--- src/core/hbi_pkg.sv ---
`default_nettype none
package hbi_pkg;
  // ---------------------------------------------------------------
  // register pick codes
  // ---------------------------------------------------------------
  localparam logic [1:0] PICK_PORT_A = 2'h0;
  localparam logic [1:0] PICK_CTRL_A = 2'h1;
  localparam logic [1:0] PICK_PORT_B = 2'h2;
  localparam logic [1:0] PICK_CTRL_B = 2'h3;

  // ---------------------------------------------------------------
  // control register fields
  // ---------------------------------------------------------------
  localparam int CR_IN_EN      = 0;  // enable for the input-only control line
  localparam int CR_IN_RISE    = 1;  // 1: rising edge is active
  localparam int CR_DATA_SEL   = 2;  // 1: data register, 0: direction register
  localparam int CR_IO_EN      = 3;  // enable for the two-way control line
  localparam int CR_IO_RISE    = 4;
  localparam int CR_IO_OUTMODE = 5;  // 1: two-way line is an output, no flag
  localparam int CR_FLAG_IO    = 6;
  localparam int CR_FLAG_IN    = 7;
  localparam int CR_W          = 6;  // host-writable width

  // ---------------------------------------------------------------
  // reset values
  // ---------------------------------------------------------------
  localparam logic [7:0]      BYTE_RST = 8'h00;
  localparam logic [CR_W-1:0] CR_RST   = 6'h00;

  // flag channel numbering
  localparam int FL_A_IN = 0;
  localparam int FL_A_IO = 1;
  localparam int FL_B_IN = 2;
  localparam int FL_B_IO = 3;
  localparam int FL_N    = 4;
endpackage
`default_nettype wire

--- src/core/flag_if.sv ---
`default_nettype none
interface flag_if;
  logic sample;    // one-cycle pulse at the strobe's trailing edge
  logic deselect;  // trailing edge seen while not selected
  logic clear;     // read of the owning port's data register
  logic line;      // control line level
  logic rise_sel;  // 1: rising edge is active
  logic is_input;  // line may set its flag
  logic flag;
  modport ctrl (output sample, output deselect, output clear, output line,
                output rise_sel, output is_input, input flag);
  modport unit (input sample, input deselect, input clear, input line,
                input rise_sel, input is_input, output flag);
endinterface
`default_nettype wire

--- src/core/flag_unit.sv ---
`default_nettype none
module flag_unit (
  // clock and reset
  input  wire logic clk,
  input  wire logic rst_b,
  // link to the bus logic
  flag_if.unit      lnk
);
  typedef struct packed {
    logic line_prev;
    logic cond;
    logic armed;
    logic flag;
  } unit_t;

  unit_t s_r;
  unit_t s_nxt;
  logic  active;
  logic  set_ev;

  always_comb begin
    active = lnk.rise_sel ? lnk.line : ~lnk.line;
    // edge only counts when conditioned and re-armed after a clear
    set_ev = lnk.is_input && (lnk.line != s_r.line_prev) && active
             && s_r.cond && s_r.armed;  // RULE14
    s_nxt = s_r;
    s_nxt.line_prev = lnk.line;
    // strobe sees the line at its inactive level: detector conditioned
    if (lnk.sample && !active) begin
      s_nxt.cond = 1'b1;  // RULE13
    end
    if (lnk.deselect) begin
      s_nxt.armed = 1'b1;  // RULE12
    end
    if (lnk.clear) begin
      s_nxt.flag  = 1'b0;  // RULE11
      s_nxt.armed = 1'b0;  // RULE12
    end
    // a set in the clearing cycle wins, so the event is not lost
    if (set_ev) begin
      s_nxt.flag = 1'b1;  // RULE14
      s_nxt.cond = 1'b0;
    end
  end

  always_ff @(posedge clk or negedge rst_b) begin
    if (!rst_b) begin
      s_r <= '0;  // RULE5
    end else begin
      s_r <= s_nxt;
    end
  end

  assign lnk.flag = s_r.flag;

  // ---------------------------------------------------------------
  // checks
  // ---------------------------------------------------------------
  a_flag_clears: assert property (@(posedge clk) disable iff (!rst_b) // RULE11
    (lnk.clear && !set_ev) |=> !s_r.flag) else $error("flag not cleared on read");
  a_rearm_first: assert property (@(posedge clk) disable iff (!rst_b) // RULE12
    $rose(s_r.flag) |-> $past(s_r.armed)) else $error("flag set before re-arm");
  a_cond_first: assert property (@(posedge clk) disable iff (!rst_b) // RULE13
    $rose(s_r.flag) |-> $past(s_r.cond) && $past(lnk.is_input))
    else $error("flag set without conditioning");
  a_edge_sets: assert property (@(posedge clk) disable iff (!rst_b) // RULE14
    set_ev |=> s_r.flag ##0 !s_r.cond) else $error("active edge lost");
endmodule
`default_nettype wire

--- src/core/host_bus_irq.sv ---
// How it works
// [RULE1] data bus drivers stay off except during a host read
// [RULE2] enable strobe alone times the bus; other pins sampled at its edges
// [RULE3] selected write with direction low stores bus data at the strobe
// [RULE4] selected read drives the addressed register while the strobe is high
// [RULE5] active-low reset zeroes every internal register bit
// [RULE6] selected only with both high selects high and the low select low
// [RULE7] host keeps selects and register picks stable across each strobe
// [RULE8] register chosen by the two pick inputs plus control register bits
// [RULE9] both interrupt requests are open drain, low-active, no pull-up
// [RULE10] each request pulled low by two flags, four enables gate them
// [RULE11] reading a port's data register clears that port's flags
// [RULE12] a cleared flag re-arms only after a deselected strobe
// [RULE13] a strobe between inactive and active edge conditions the detector
// [RULE14] conditioned, armed flag sets on the next programmed active edge
// [RULE15] host should qualify selection with its valid-cycle signal
// [RULE16] picks: 00 port A, 01 control A, 10 port B, 11 control B
// [RULE17] control bit 2 picks data register (1) or direction register (0)
// [RULE18] control bits 7 and 6 are read-only flags, never written by host
// [RULE19] request low while any flag is set with its enable bit one
`default_nettype none
module host_bus_irq (
  // clock and reset
  input  wire logic       clk,
  input  wire logic       rst_b,
  // host bus
  input  wire logic       e_strobe,
  input  wire logic       rw,
  input  wire logic       select_high_first,
  input  wire logic       select_high_second,
  input  wire logic       select_low_n,
  input  wire logic       reg_pick_lsb,
  input  wire logic       reg_pick_msb,
  input  wire logic [7:0] host_data_in,
  output logic      [7:0] host_data_out,
  output logic            host_data_oe,
  // interrupt requests, open drain
  output logic            port_a_irq_n_out,
  output logic            port_a_irq_n_oe,
  output logic            port_b_irq_n_out,
  output logic            port_b_irq_n_oe,
  // peripheral port A
  input  wire logic [7:0] port_a_in,
  output logic      [7:0] port_a_out,
  output logic      [7:0] port_a_oe,
  // peripheral port B
  input  wire logic [7:0] port_b_in,
  output logic      [7:0] port_b_out,
  output logic      [7:0] port_b_oe,
  // control lines, used here as interrupt inputs
  input  wire logic       port_a_ctrl_in,
  input  wire logic       port_a_ctrl_io,
  input  wire logic       port_b_ctrl_in,
  input  wire logic       port_b_ctrl_io
);
  // ---------------------------------------------------------------
  // state
  // ---------------------------------------------------------------
  typedef struct packed {
    logic                      e_prev;
    logic [7:0]                rd_data;
    logic                      rd_oe;
    logic                      irq_a_oe;
    logic                      irq_b_oe;
    logic                      irq_lvl;
    logic [7:0]                out_a;
    logic [7:0]                ddr_a;
    logic [7:0]                out_b;
    logic [7:0]                ddr_b;
    logic [hbi_pkg::CR_W-1:0]  port_a_control;
    logic [hbi_pkg::CR_W-1:0]  port_b_control;
  } state_t;

  state_t     s_r;
  state_t     s_nxt;
  logic       sel;
  logic [1:0] pick;
  logic       e_fall;
  logic       wr_take;
  logic       rd_take;
  logic       clr_a;
  logic       clr_b;
  logic [7:0] rd_val;
  logic [7:0] port_b_view;
  logic       req_a;
  logic       req_b;
  logic [hbi_pkg::FL_N-1:0] flags;
  logic [hbi_pkg::FL_N-1:0] lines;
  logic [hbi_pkg::FL_N-1:0] rises;
  logic [hbi_pkg::FL_N-1:0] ins;
  logic [hbi_pkg::FL_N-1:0] clrs;

  // ---------------------------------------------------------------
  // selection and strobe edges
  // ---------------------------------------------------------------
  // strobe input is synchronous, so one register gives its edges;
  // selects and picks are trusted stable for the whole strobe;
  // a deselected trailing edge still matters: it re-arms cleared flags
  always_comb begin
    sel     = select_high_first && select_high_second && !select_low_n;  // RULE6
    pick    = {reg_pick_msb, reg_pick_lsb};
    e_fall  = s_r.e_prev && !e_strobe;                     // RULE2
    wr_take = e_fall && sel && !rw;                        // RULE3 RULE7
    rd_take = e_fall && sel && rw;                         // RULE7
    clr_a   = rd_take && (pick == hbi_pkg::PICK_PORT_A)
              && s_r.port_a_control[hbi_pkg::CR_DATA_SEL];            // RULE11
    clr_b   = rd_take && (pick == hbi_pkg::PICK_PORT_B)
              && s_r.port_b_control[hbi_pkg::CR_DATA_SEL];            // RULE11
  end

  // ---------------------------------------------------------------
  // flag channels
  // ---------------------------------------------------------------
  always_comb begin
    lines = {port_b_ctrl_io, port_b_ctrl_in, port_a_ctrl_io, port_a_ctrl_in};
    rises = {s_r.port_b_control[hbi_pkg::CR_IO_RISE], s_r.port_b_control[hbi_pkg::CR_IN_RISE],
             s_r.port_a_control[hbi_pkg::CR_IO_RISE], s_r.port_a_control[hbi_pkg::CR_IN_RISE]};
    // two-way lines raise flags only while programmed as inputs
    ins   = {!s_r.port_b_control[hbi_pkg::CR_IO_OUTMODE], 1'b1,
             !s_r.port_a_control[hbi_pkg::CR_IO_OUTMODE], 1'b1};
    clrs  = {clr_b, clr_b, clr_a, clr_a};
  end

  flag_if fl [hbi_pkg::FL_N] ();

  genvar gi;
  generate
    for (gi = 0; gi < hbi_pkg::FL_N; gi++) begin : g_flag
      assign fl[gi].sample   = e_fall;                     // RULE13
      assign fl[gi].deselect = e_fall && !sel;             // RULE12
      assign fl[gi].clear    = clrs[gi];
      assign fl[gi].line     = lines[gi];
      assign fl[gi].rise_sel = rises[gi];
      assign fl[gi].is_input = ins[gi];
      assign flags[gi]       = fl[gi].flag;
      flag_unit u_flag (
        .clk   (clk),
        .rst_b (rst_b),
        .lnk   (fl[gi])
      );
    end
  endgenerate

  // ---------------------------------------------------------------
  // read mux
  // ---------------------------------------------------------------
  always_comb begin
    // port B reads its own latch on output bits, the pin on inputs
    port_b_view = (s_r.out_b & s_r.ddr_b) | (port_b_in & ~s_r.ddr_b);
    unique case (pick)  // RULE8 RULE16
      hbi_pkg::PICK_PORT_A: begin
        rd_val = s_r.port_a_control[hbi_pkg::CR_DATA_SEL] ? port_a_in : s_r.ddr_a;  // RULE17
      end
      hbi_pkg::PICK_CTRL_A: begin
        rd_val = {flags[hbi_pkg::FL_A_IN], flags[hbi_pkg::FL_A_IO], s_r.port_a_control};
      end
      hbi_pkg::PICK_PORT_B: begin
        rd_val = s_r.port_b_control[hbi_pkg::CR_DATA_SEL] ? port_b_view : s_r.ddr_b;  // RULE17
      end
      hbi_pkg::PICK_CTRL_B: begin
        rd_val = {flags[hbi_pkg::FL_B_IN], flags[hbi_pkg::FL_B_IO], s_r.port_b_control};
      end
    endcase
  end

  // ---------------------------------------------------------------
  // interrupt requests
  // ---------------------------------------------------------------
  always_comb begin
    // registered below, so a request trails its flag by one cycle
    req_a = (flags[hbi_pkg::FL_A_IN] && s_r.port_a_control[hbi_pkg::CR_IN_EN])
         || (flags[hbi_pkg::FL_A_IO] && s_r.port_a_control[hbi_pkg::CR_IO_EN]);  // RULE10 RULE19
    req_b = (flags[hbi_pkg::FL_B_IN] && s_r.port_b_control[hbi_pkg::CR_IN_EN])
         || (flags[hbi_pkg::FL_B_IO] && s_r.port_b_control[hbi_pkg::CR_IO_EN]);  // RULE10 RULE19
  end

  // ---------------------------------------------------------------
  // next state
  // ---------------------------------------------------------------
  always_comb begin
    s_nxt          = s_r;
    s_nxt.e_prev   = e_strobe;
    s_nxt.irq_a_oe = req_a;
    s_nxt.irq_b_oe = req_b;
    s_nxt.irq_lvl  = 1'b0;  // RULE9
    // drive only during a selected read strobe, off one cycle after it;
    // data falls back to zero with the enable so no stale byte lingers
    s_nxt.rd_oe    = e_strobe && sel && rw;       // RULE1 RULE4
    s_nxt.rd_data  = (e_strobe && sel && rw) ? rd_val : hbi_pkg::BYTE_RST;  // RULE4
    if (wr_take) begin
      unique case (pick)  // RULE8 RULE16
        hbi_pkg::PICK_PORT_A: begin
          if (s_r.port_a_control[hbi_pkg::CR_DATA_SEL]) begin  // RULE17
            s_nxt.out_a = host_data_in;           // RULE3
          end else begin
            s_nxt.ddr_a = host_data_in;
          end
        end
        hbi_pkg::PICK_CTRL_A: begin
          // flag bits are not stored from the bus
          s_nxt.port_a_control = host_data_in[hbi_pkg::CR_W-1:0];  // RULE18
        end
        hbi_pkg::PICK_PORT_B: begin
          if (s_r.port_b_control[hbi_pkg::CR_DATA_SEL]) begin  // RULE17
            s_nxt.out_b = host_data_in;           // RULE3
          end else begin
            s_nxt.ddr_b = host_data_in;
          end
        end
        hbi_pkg::PICK_CTRL_B: begin
          s_nxt.port_b_control = host_data_in[hbi_pkg::CR_W-1:0];  // RULE18
        end
      endcase
    end
  end

  always_ff @(posedge clk or negedge rst_b) begin
    if (!rst_b) begin
      s_r <= '0;  // RULE5
    end else begin
      s_r <= s_nxt;
    end
  end

  // ---------------------------------------------------------------
  // outputs, all from state flops
  // ---------------------------------------------------------------
  assign host_data_out    = s_r.rd_data;
  assign host_data_oe     = s_r.rd_oe;
  assign port_a_irq_n_out = s_r.irq_lvl;
  assign port_a_irq_n_oe  = s_r.irq_a_oe;
  assign port_b_irq_n_out = s_r.irq_lvl;
  assign port_b_irq_n_oe  = s_r.irq_b_oe;
  assign port_a_out       = s_r.out_a;
  assign port_a_oe        = s_r.ddr_a;
  assign port_b_out       = s_r.out_b;
  assign port_b_oe        = s_r.ddr_b;

  // ---------------------------------------------------------------
  // checks
  // ---------------------------------------------------------------
  // bus drive
  a_bus_float: assert property (@(posedge clk) disable iff (!rst_b) // RULE1
    host_data_oe |-> $past(e_strobe) && $past(sel) && $past(rw))
    else $error("data bus driven outside a read");
  a_desel_quiet: assert property (@(posedge clk) disable iff (!rst_b) // RULE6
    (e_strobe && !sel) |=> !host_data_oe)
    else $error("data bus driven while deselected");
  a_read_drive: assert property (@(posedge clk) disable iff (!rst_b) // RULE4
    (e_strobe && sel && rw) |=> host_data_oe && (host_data_out == $past(rd_val)))
    else $error("read data not driven");

  // register writes; they move only at a trailing strobe edge
  a_strobe_only: assert property (@(posedge clk) disable iff (!rst_b) // RULE2
    !e_fall |=> $stable(s_r.port_a_control) && $stable(s_r.port_b_control) && $stable(s_r.ddr_a)
                && $stable(s_r.out_a) && $stable(s_r.ddr_b) && $stable(s_r.out_b))
    else $error("register changed outside a strobe edge");
  a_write_ctrl: assert property (@(posedge clk) disable iff (!rst_b) // RULE3
    (wr_take && pick == hbi_pkg::PICK_CTRL_A)
    |=> s_r.port_a_control == $past(host_data_in[hbi_pkg::CR_W-1:0]))
    else $error("control write not taken");
  a_port_write: assert property (@(posedge clk) disable iff (!rst_b) // RULE16
    (wr_take && pick == hbi_pkg::PICK_PORT_A && s_r.port_a_control[hbi_pkg::CR_DATA_SEL])
    |=> s_r.out_a == $past(host_data_in) && $stable(s_r.ddr_a))
    else $error("port A write went astray");
  a_no_sel_write: assert property (@(posedge clk) disable iff (!rst_b) // RULE6
    (e_fall && !sel) |=> $stable(s_r.ddr_a) && $stable(s_r.out_b) && $stable(s_r.port_b_control))
    else $error("write while deselected");
  a_ddr_steer: assert property (@(posedge clk) disable iff (!rst_b) // RULE17
    (wr_take && pick == hbi_pkg::PICK_PORT_B && !s_r.port_b_control[hbi_pkg::CR_DATA_SEL])
    |=> s_r.ddr_b == $past(host_data_in) && $stable(s_r.out_b))
    else $error("direction register not steered");

  // interrupt requests
  a_irq_cause: assert property (@(posedge clk) disable iff (!rst_b) // RULE19
    port_a_irq_n_oe |-> $past(req_a) ##0 !port_a_irq_n_out)
    else $error("request A without enabled flag");
  a_irq_release: assert property (@(posedge clk) disable iff (!rst_b) // RULE19
    !req_a |=> !port_a_irq_n_oe) else $error("request A not released");
  a_irq_follow: assert property (@(posedge clk) disable iff (!rst_b) // RULE10
    req_b |=> port_b_irq_n_oe) else $error("request B missed");
  a_b_release: assert property (@(posedge clk) disable iff (!rst_b) // RULE19
    !req_b |=> !port_b_irq_n_oe) else $error("request B not released");

  // flags; a fresh edge in the clearing cycle may set the flag again
  a_flag_ro: assert property (@(posedge clk) disable iff (!rst_b) // RULE18
    (wr_take && pick == hbi_pkg::PICK_CTRL_B && !flags[hbi_pkg::FL_B_IN]
     && lines[hbi_pkg::FL_B_IN] == $past(lines[hbi_pkg::FL_B_IN]))
    |=> !flags[hbi_pkg::FL_B_IN]) else $error("flag written from bus");
  a_read_clear: assert property (@(posedge clk) disable iff (!rst_b) // RULE11
    clr_a |=> !flags[hbi_pkg::FL_A_IN]
              || ($past(lines[hbi_pkg::FL_A_IN]) != $past(lines[hbi_pkg::FL_A_IN], 2)))
    else $error("port A read did not clear");
  a_clear_port_b: assert property (@(posedge clk) disable iff (!rst_b) // RULE11
    clr_b |=> !flags[hbi_pkg::FL_B_IN]
              || ($past(lines[hbi_pkg::FL_B_IN]) != $past(lines[hbi_pkg::FL_B_IN], 2)))
    else $error("port B read did not clear");
endmodule
`default_nettype wire

--- config.mk ---
export PLATFORM = sky130hd
export DESIGN_NAME = host_bus_irq
export DESIGN_NICKNAME = d
export VERILOG_FILES = /design/src/core/hbi_pkg.sv /design/src/core/flag_if.sv /design/src/core/flag_unit.sv /design/src/core/host_bus_irq.sv
export SDC_FILE = /design/constraint.sdc
export NUM_CORES = 1
export LEC_CHECK = 0
export BUFFER_PORTS_ARGS = -buffer_cell sky130_fd_sc_hd__buf_4
export CAP_MARGIN = 25
export CORE_UTILIZATION = 53
export CTS_CLUSTER_DIAMETER = 120
export DETAILED_ROUTE_END_ITERATION = 6
export PLACE_DENSITY = 0.79
export RECOVER_POWER = 50
export SLEW_MARGIN = 15
export SYNTH_ARGS = -nofsm -noshare
export SYNTH_HDL_FRONTEND = slang
export SYNTH_SLANG_ARGS = --single-unit
--- constraint.sdc ---
create_clock -name clk -period 1.7 [get_ports clk]
set_input_delay 0.17 -clock clk [delete_from_list [all_inputs] [get_ports clk]]
set_output_delay 0.17 -clock clk [all_outputs]
set_load 0.02 [all_outputs]
==> metrics.md <==
| Metric | Value |
|---|---|
| Outcome | `complete, no violations` |
| Max_cap viols | `0` |
| FP Rows | `28` |
| N_diodes | `0` |
| Setup_tns | `0 ps` |
| Die ar. | `6680 um2` |
| Area Overhead vs Synth | `17.3%` |
| Delay-heaviest family, CP | `simple AND/OR/NAND/NOR gates` |
| Most area-hungry cell type in the Yosys netlist | `dfrtp_1` |
| WHS | `between 90 and 100 ps` |
| Flop2flop setup slack | `110 ps` |
| CP Capture Type | `flip-flop` |
| Hold Crit Endpoint | `port_b_out[7]$_DFFE_PN0P_` |
| Period minus WS final | `between 1500 and 2000 ps` |
| Core Area | `6030 um2` |
| Worst rel slew slack | `0.513` |
| Critical Path AT | `~1800 ps` |
| Post-CTS setup buffer count | `0` |
| Post-synth top cells | `dfrtp_1, mux2_2, buf_4` |
| FF-to-FF path depth | `3` |
| Hold_sp | `host_data_in[7]` |
| Worst reg2reg path endpoint | `port_b_out[7]$_DFFE_PN0P_` |
| DP HPWL | `5440 um` |
| Largest net degree at the start of global routing | `43` |
| Flops & latches, synth | `70` |
| Distinct cell type count after synthesis | `34` |
| CTS H-tree lvls | `3` |
| Most frequent cell after synthesis | `dfrtp_1` |
| Initial antenna violation count | `0` |
| Vias per std cell | `5.74` |
| Global-route wire length before repair | `11200 um` |
| Vias in the first global route | `2257` |
| Worst-Margin Slew | `730 ps` |
| CP Class | `flip-flop to flip-flop` |
| Clk sink count | `70` |
| Root Buffer | `clkbuf_8` |
| Reg clk slew, reported paths | `70 ps` |
| Synth area leaders | `dfrtp_1, mux2_2, buf_4` |
| I/O pin count | `82` |
| Final setup fails | `0` |
| Tcrit/Tclk final | `0.933` |
| Post_cts resized | `0` |
| TritonCTS buffer count | `9` |
| Drc violations | `0` |
| Placer Congestion | `0.817` |
| Crit path largest cell delay | `~400 ps` |
| Worst vdd ir | `497 uV` |
| Overflow after GRT | `0` |
| Post-Synth Simple-Gate Area | `0.0851` |
| RSZ-0062 raised after global routing | `no` |
| Post-route ant nets | `0` |
| Clock Latency Late Sink | `340 ps` |
| Reg-to-reg startpoint | `s_r[56]$_DFF_PN0_` |
| CTS Buffer Depth | `2` |
| Top cell type's share of synthesized area | `0.520` |
| Gate Count Post-Synth | `276` |
| Hold Path Stages | `2` |
| CP max FO | `8` |
| Overall Global Routing Usage | `0.234` |
| Post-Synth Adder-Cell Area | `0` |
| Initial Util | `0.559` |
| Synthesized area | `3370 um2` |
| LEAKAGE | `1.90 nW` |
| Avg Synthesized Cell Area | `12.2 um2` |
| Hold Crit Class | `input pin to flip-flop` |
| Drt total wl | `7240 um` |
| Number of flops mapped to enable cells by yosys | `0` |
| CP Data Required Time | `~1900 ps` |
| Yosys Warn Count | `0` |
| Mux cell area share after synthesis | `0.147` |
| Routed vias | `2360` |
| Ratio of cells with drive above 1 in the final layout | `0.405` |
| Crit path launch type | `flip-flop` |
| Setup Skew | `6.55 ps` |
| Post-synthesis sequential area ratio | `0.520` |
| Largest family of logic cells by synthesized area | `multiplexers` |
| CP bufs+invs | `0` |
| Post-Route Utilization | `0.655` |
| CTS hold repair buffers | `6` |
| Main synth FF type | `dfrtp_1` |
| Initial DRT Pass Iterations | `4` |
| Layout net count | `371` |
| Die width | `81.7 um` |
| Hold Fails Final Rpt | `0` |
| Post-Synth XOR/XNOR Area | `0.0104` |
| Cell Chain, Critical Path | `nor3b_4 > nand4_2 > mux2_1` |
| Highest clock rate | `0.630 GHz` |
| Compound-cell area share of the yosys netlist | `0.120` |
| FFs w/ async S/R, synth | `1.00` |
| CTS tree | `done` |
| FILL cells | `477` |
| Max-slew violation count | `0` |
| PortBufs | `79` |
| Pwr dens | `896 nW/um2` |
| Die height | `81.7 um` |
| Drt first-iter violations | `137` |
| Routed WL per cell | `around 18 um` |
| Worst path slowest cell | `mux2_1` |
[through the flow]
step	total power (W)	setup slack [ps]	instances	instance area (um2)
after global placement	0.00239	160	392	3800
after detailed placement	0.00241	144	392	3800
after floorplan	0.00220	333	277	3370
final	0.00354	113	411	3950
after global routing	0.00369	38.0	411	3950
after CTS	0.00357	132	411	4020
[registers in the layout (all words and copies together), names as in the netlist]
signal and flops:
g_flag.u_flag.s_r 10, host_data_oe 1, port_a_irq_n_oe 1, port_a_out 8, fl.rise_sel 4, s_r 9, g_flag.u_flag.lnk.flag 4, port_b_out 8
port_b_oe 8, port_b_irq_n_oe 1, host_data_out 8, port_a_oe 8
[cell type report]
cell class | instances | area, um2 | area share
Inverter | 10 | 37.5 | 0.00951
Clock inverter | 2 | 10.0 | 0.00253
Clock buffer | 11 | 151 | 0.0383
Sequential cell | 70 | 1750 | 0.444
Multi-Input combinational cell | 147 | 1230 | 0.311
Timing Repair Buffer | 96 | 674 | 0.171
Tap cell | 75 | 93.8 | 0.0238
[worst max path at each step]
stage	from	endpoint	cells after the start
after floorplan	s_r[56]$_DFF_PN0_	port_a_oe[0]$_DFFE_PN0P_	3
after global placement	select_low_n	port_b_out[7]$_DFFE_PN0P_	4
after detailed placement	s_r[56]$_DFF_PN0_	port_b_out[7]$_DFFE_PN0P_	3
after CTS	s_r[56]$_DFF_PN0_	port_b_out[7]$_DFFE_PN0P_	3
after global routing	s_r[56]$_DFF_PN0_	port_b_out[7]$_DFFE_PN0P_	3
final	s_r[56]$_DFF_PN0_	port_b_out[7]$_DFFE_PN0P_	3
[per-layer routing]
| metal | vias up | share of wire | global-route usage |
|---|---|---|---|
| met4 | 0 | 0.016 | 0.100 |
| met1 | 1184 | 0.43 | 0.310 |
| li1 | 1078 | - | - |
| met5 | - | 0 | 0 |
| met3 | 12 | 0.059 | 0.0467 |
| met2 | 86 | 0.50 | 0.375 |
[power breakdown]
part           total [W]  leakage (nW)  internal (W)  switching, W
registers        0.00187         0.915       0.00178     0.0000880
logic           0.000513         0.898      0.000239      0.000274
clock network    0.00116        0.0869      0.000580      0.000579
[placed cells by master (no fill, tap or decap), types with 4 or more instances in the layout]
cell type,synthesis,final
or3b_2,4,4
a31oi_1,8,8
a32oi_1,8,8
buf_4,42,69
a311o_1,8,8
clkbuf_8,0,11
a21o_1,6,6
dfrtp_1,70,70
a22oi_1,7,7
mux2_2,43,43
clkbuf_1,3,19
nor2b_1,5,5
dlygate4sd3_1,0,6
nand2_1,5,5
xor2_1,4,4
nor2_1,5,5
nand3b_1,4,4
inv_1,10,10
a21oi_1,14,14
nand3_1,6,6
[kinds of logic after synthesis]
kind of cell | Yosys count
AOI/OAI and AO/OA | 56
other | 1
DFF | 70
muxes | 44
xor gates and xnor gates | 4
buffers and inverters | 60
and+or+nand+nor | 41
Note: power is estimated with default switching activity, not from simulation.
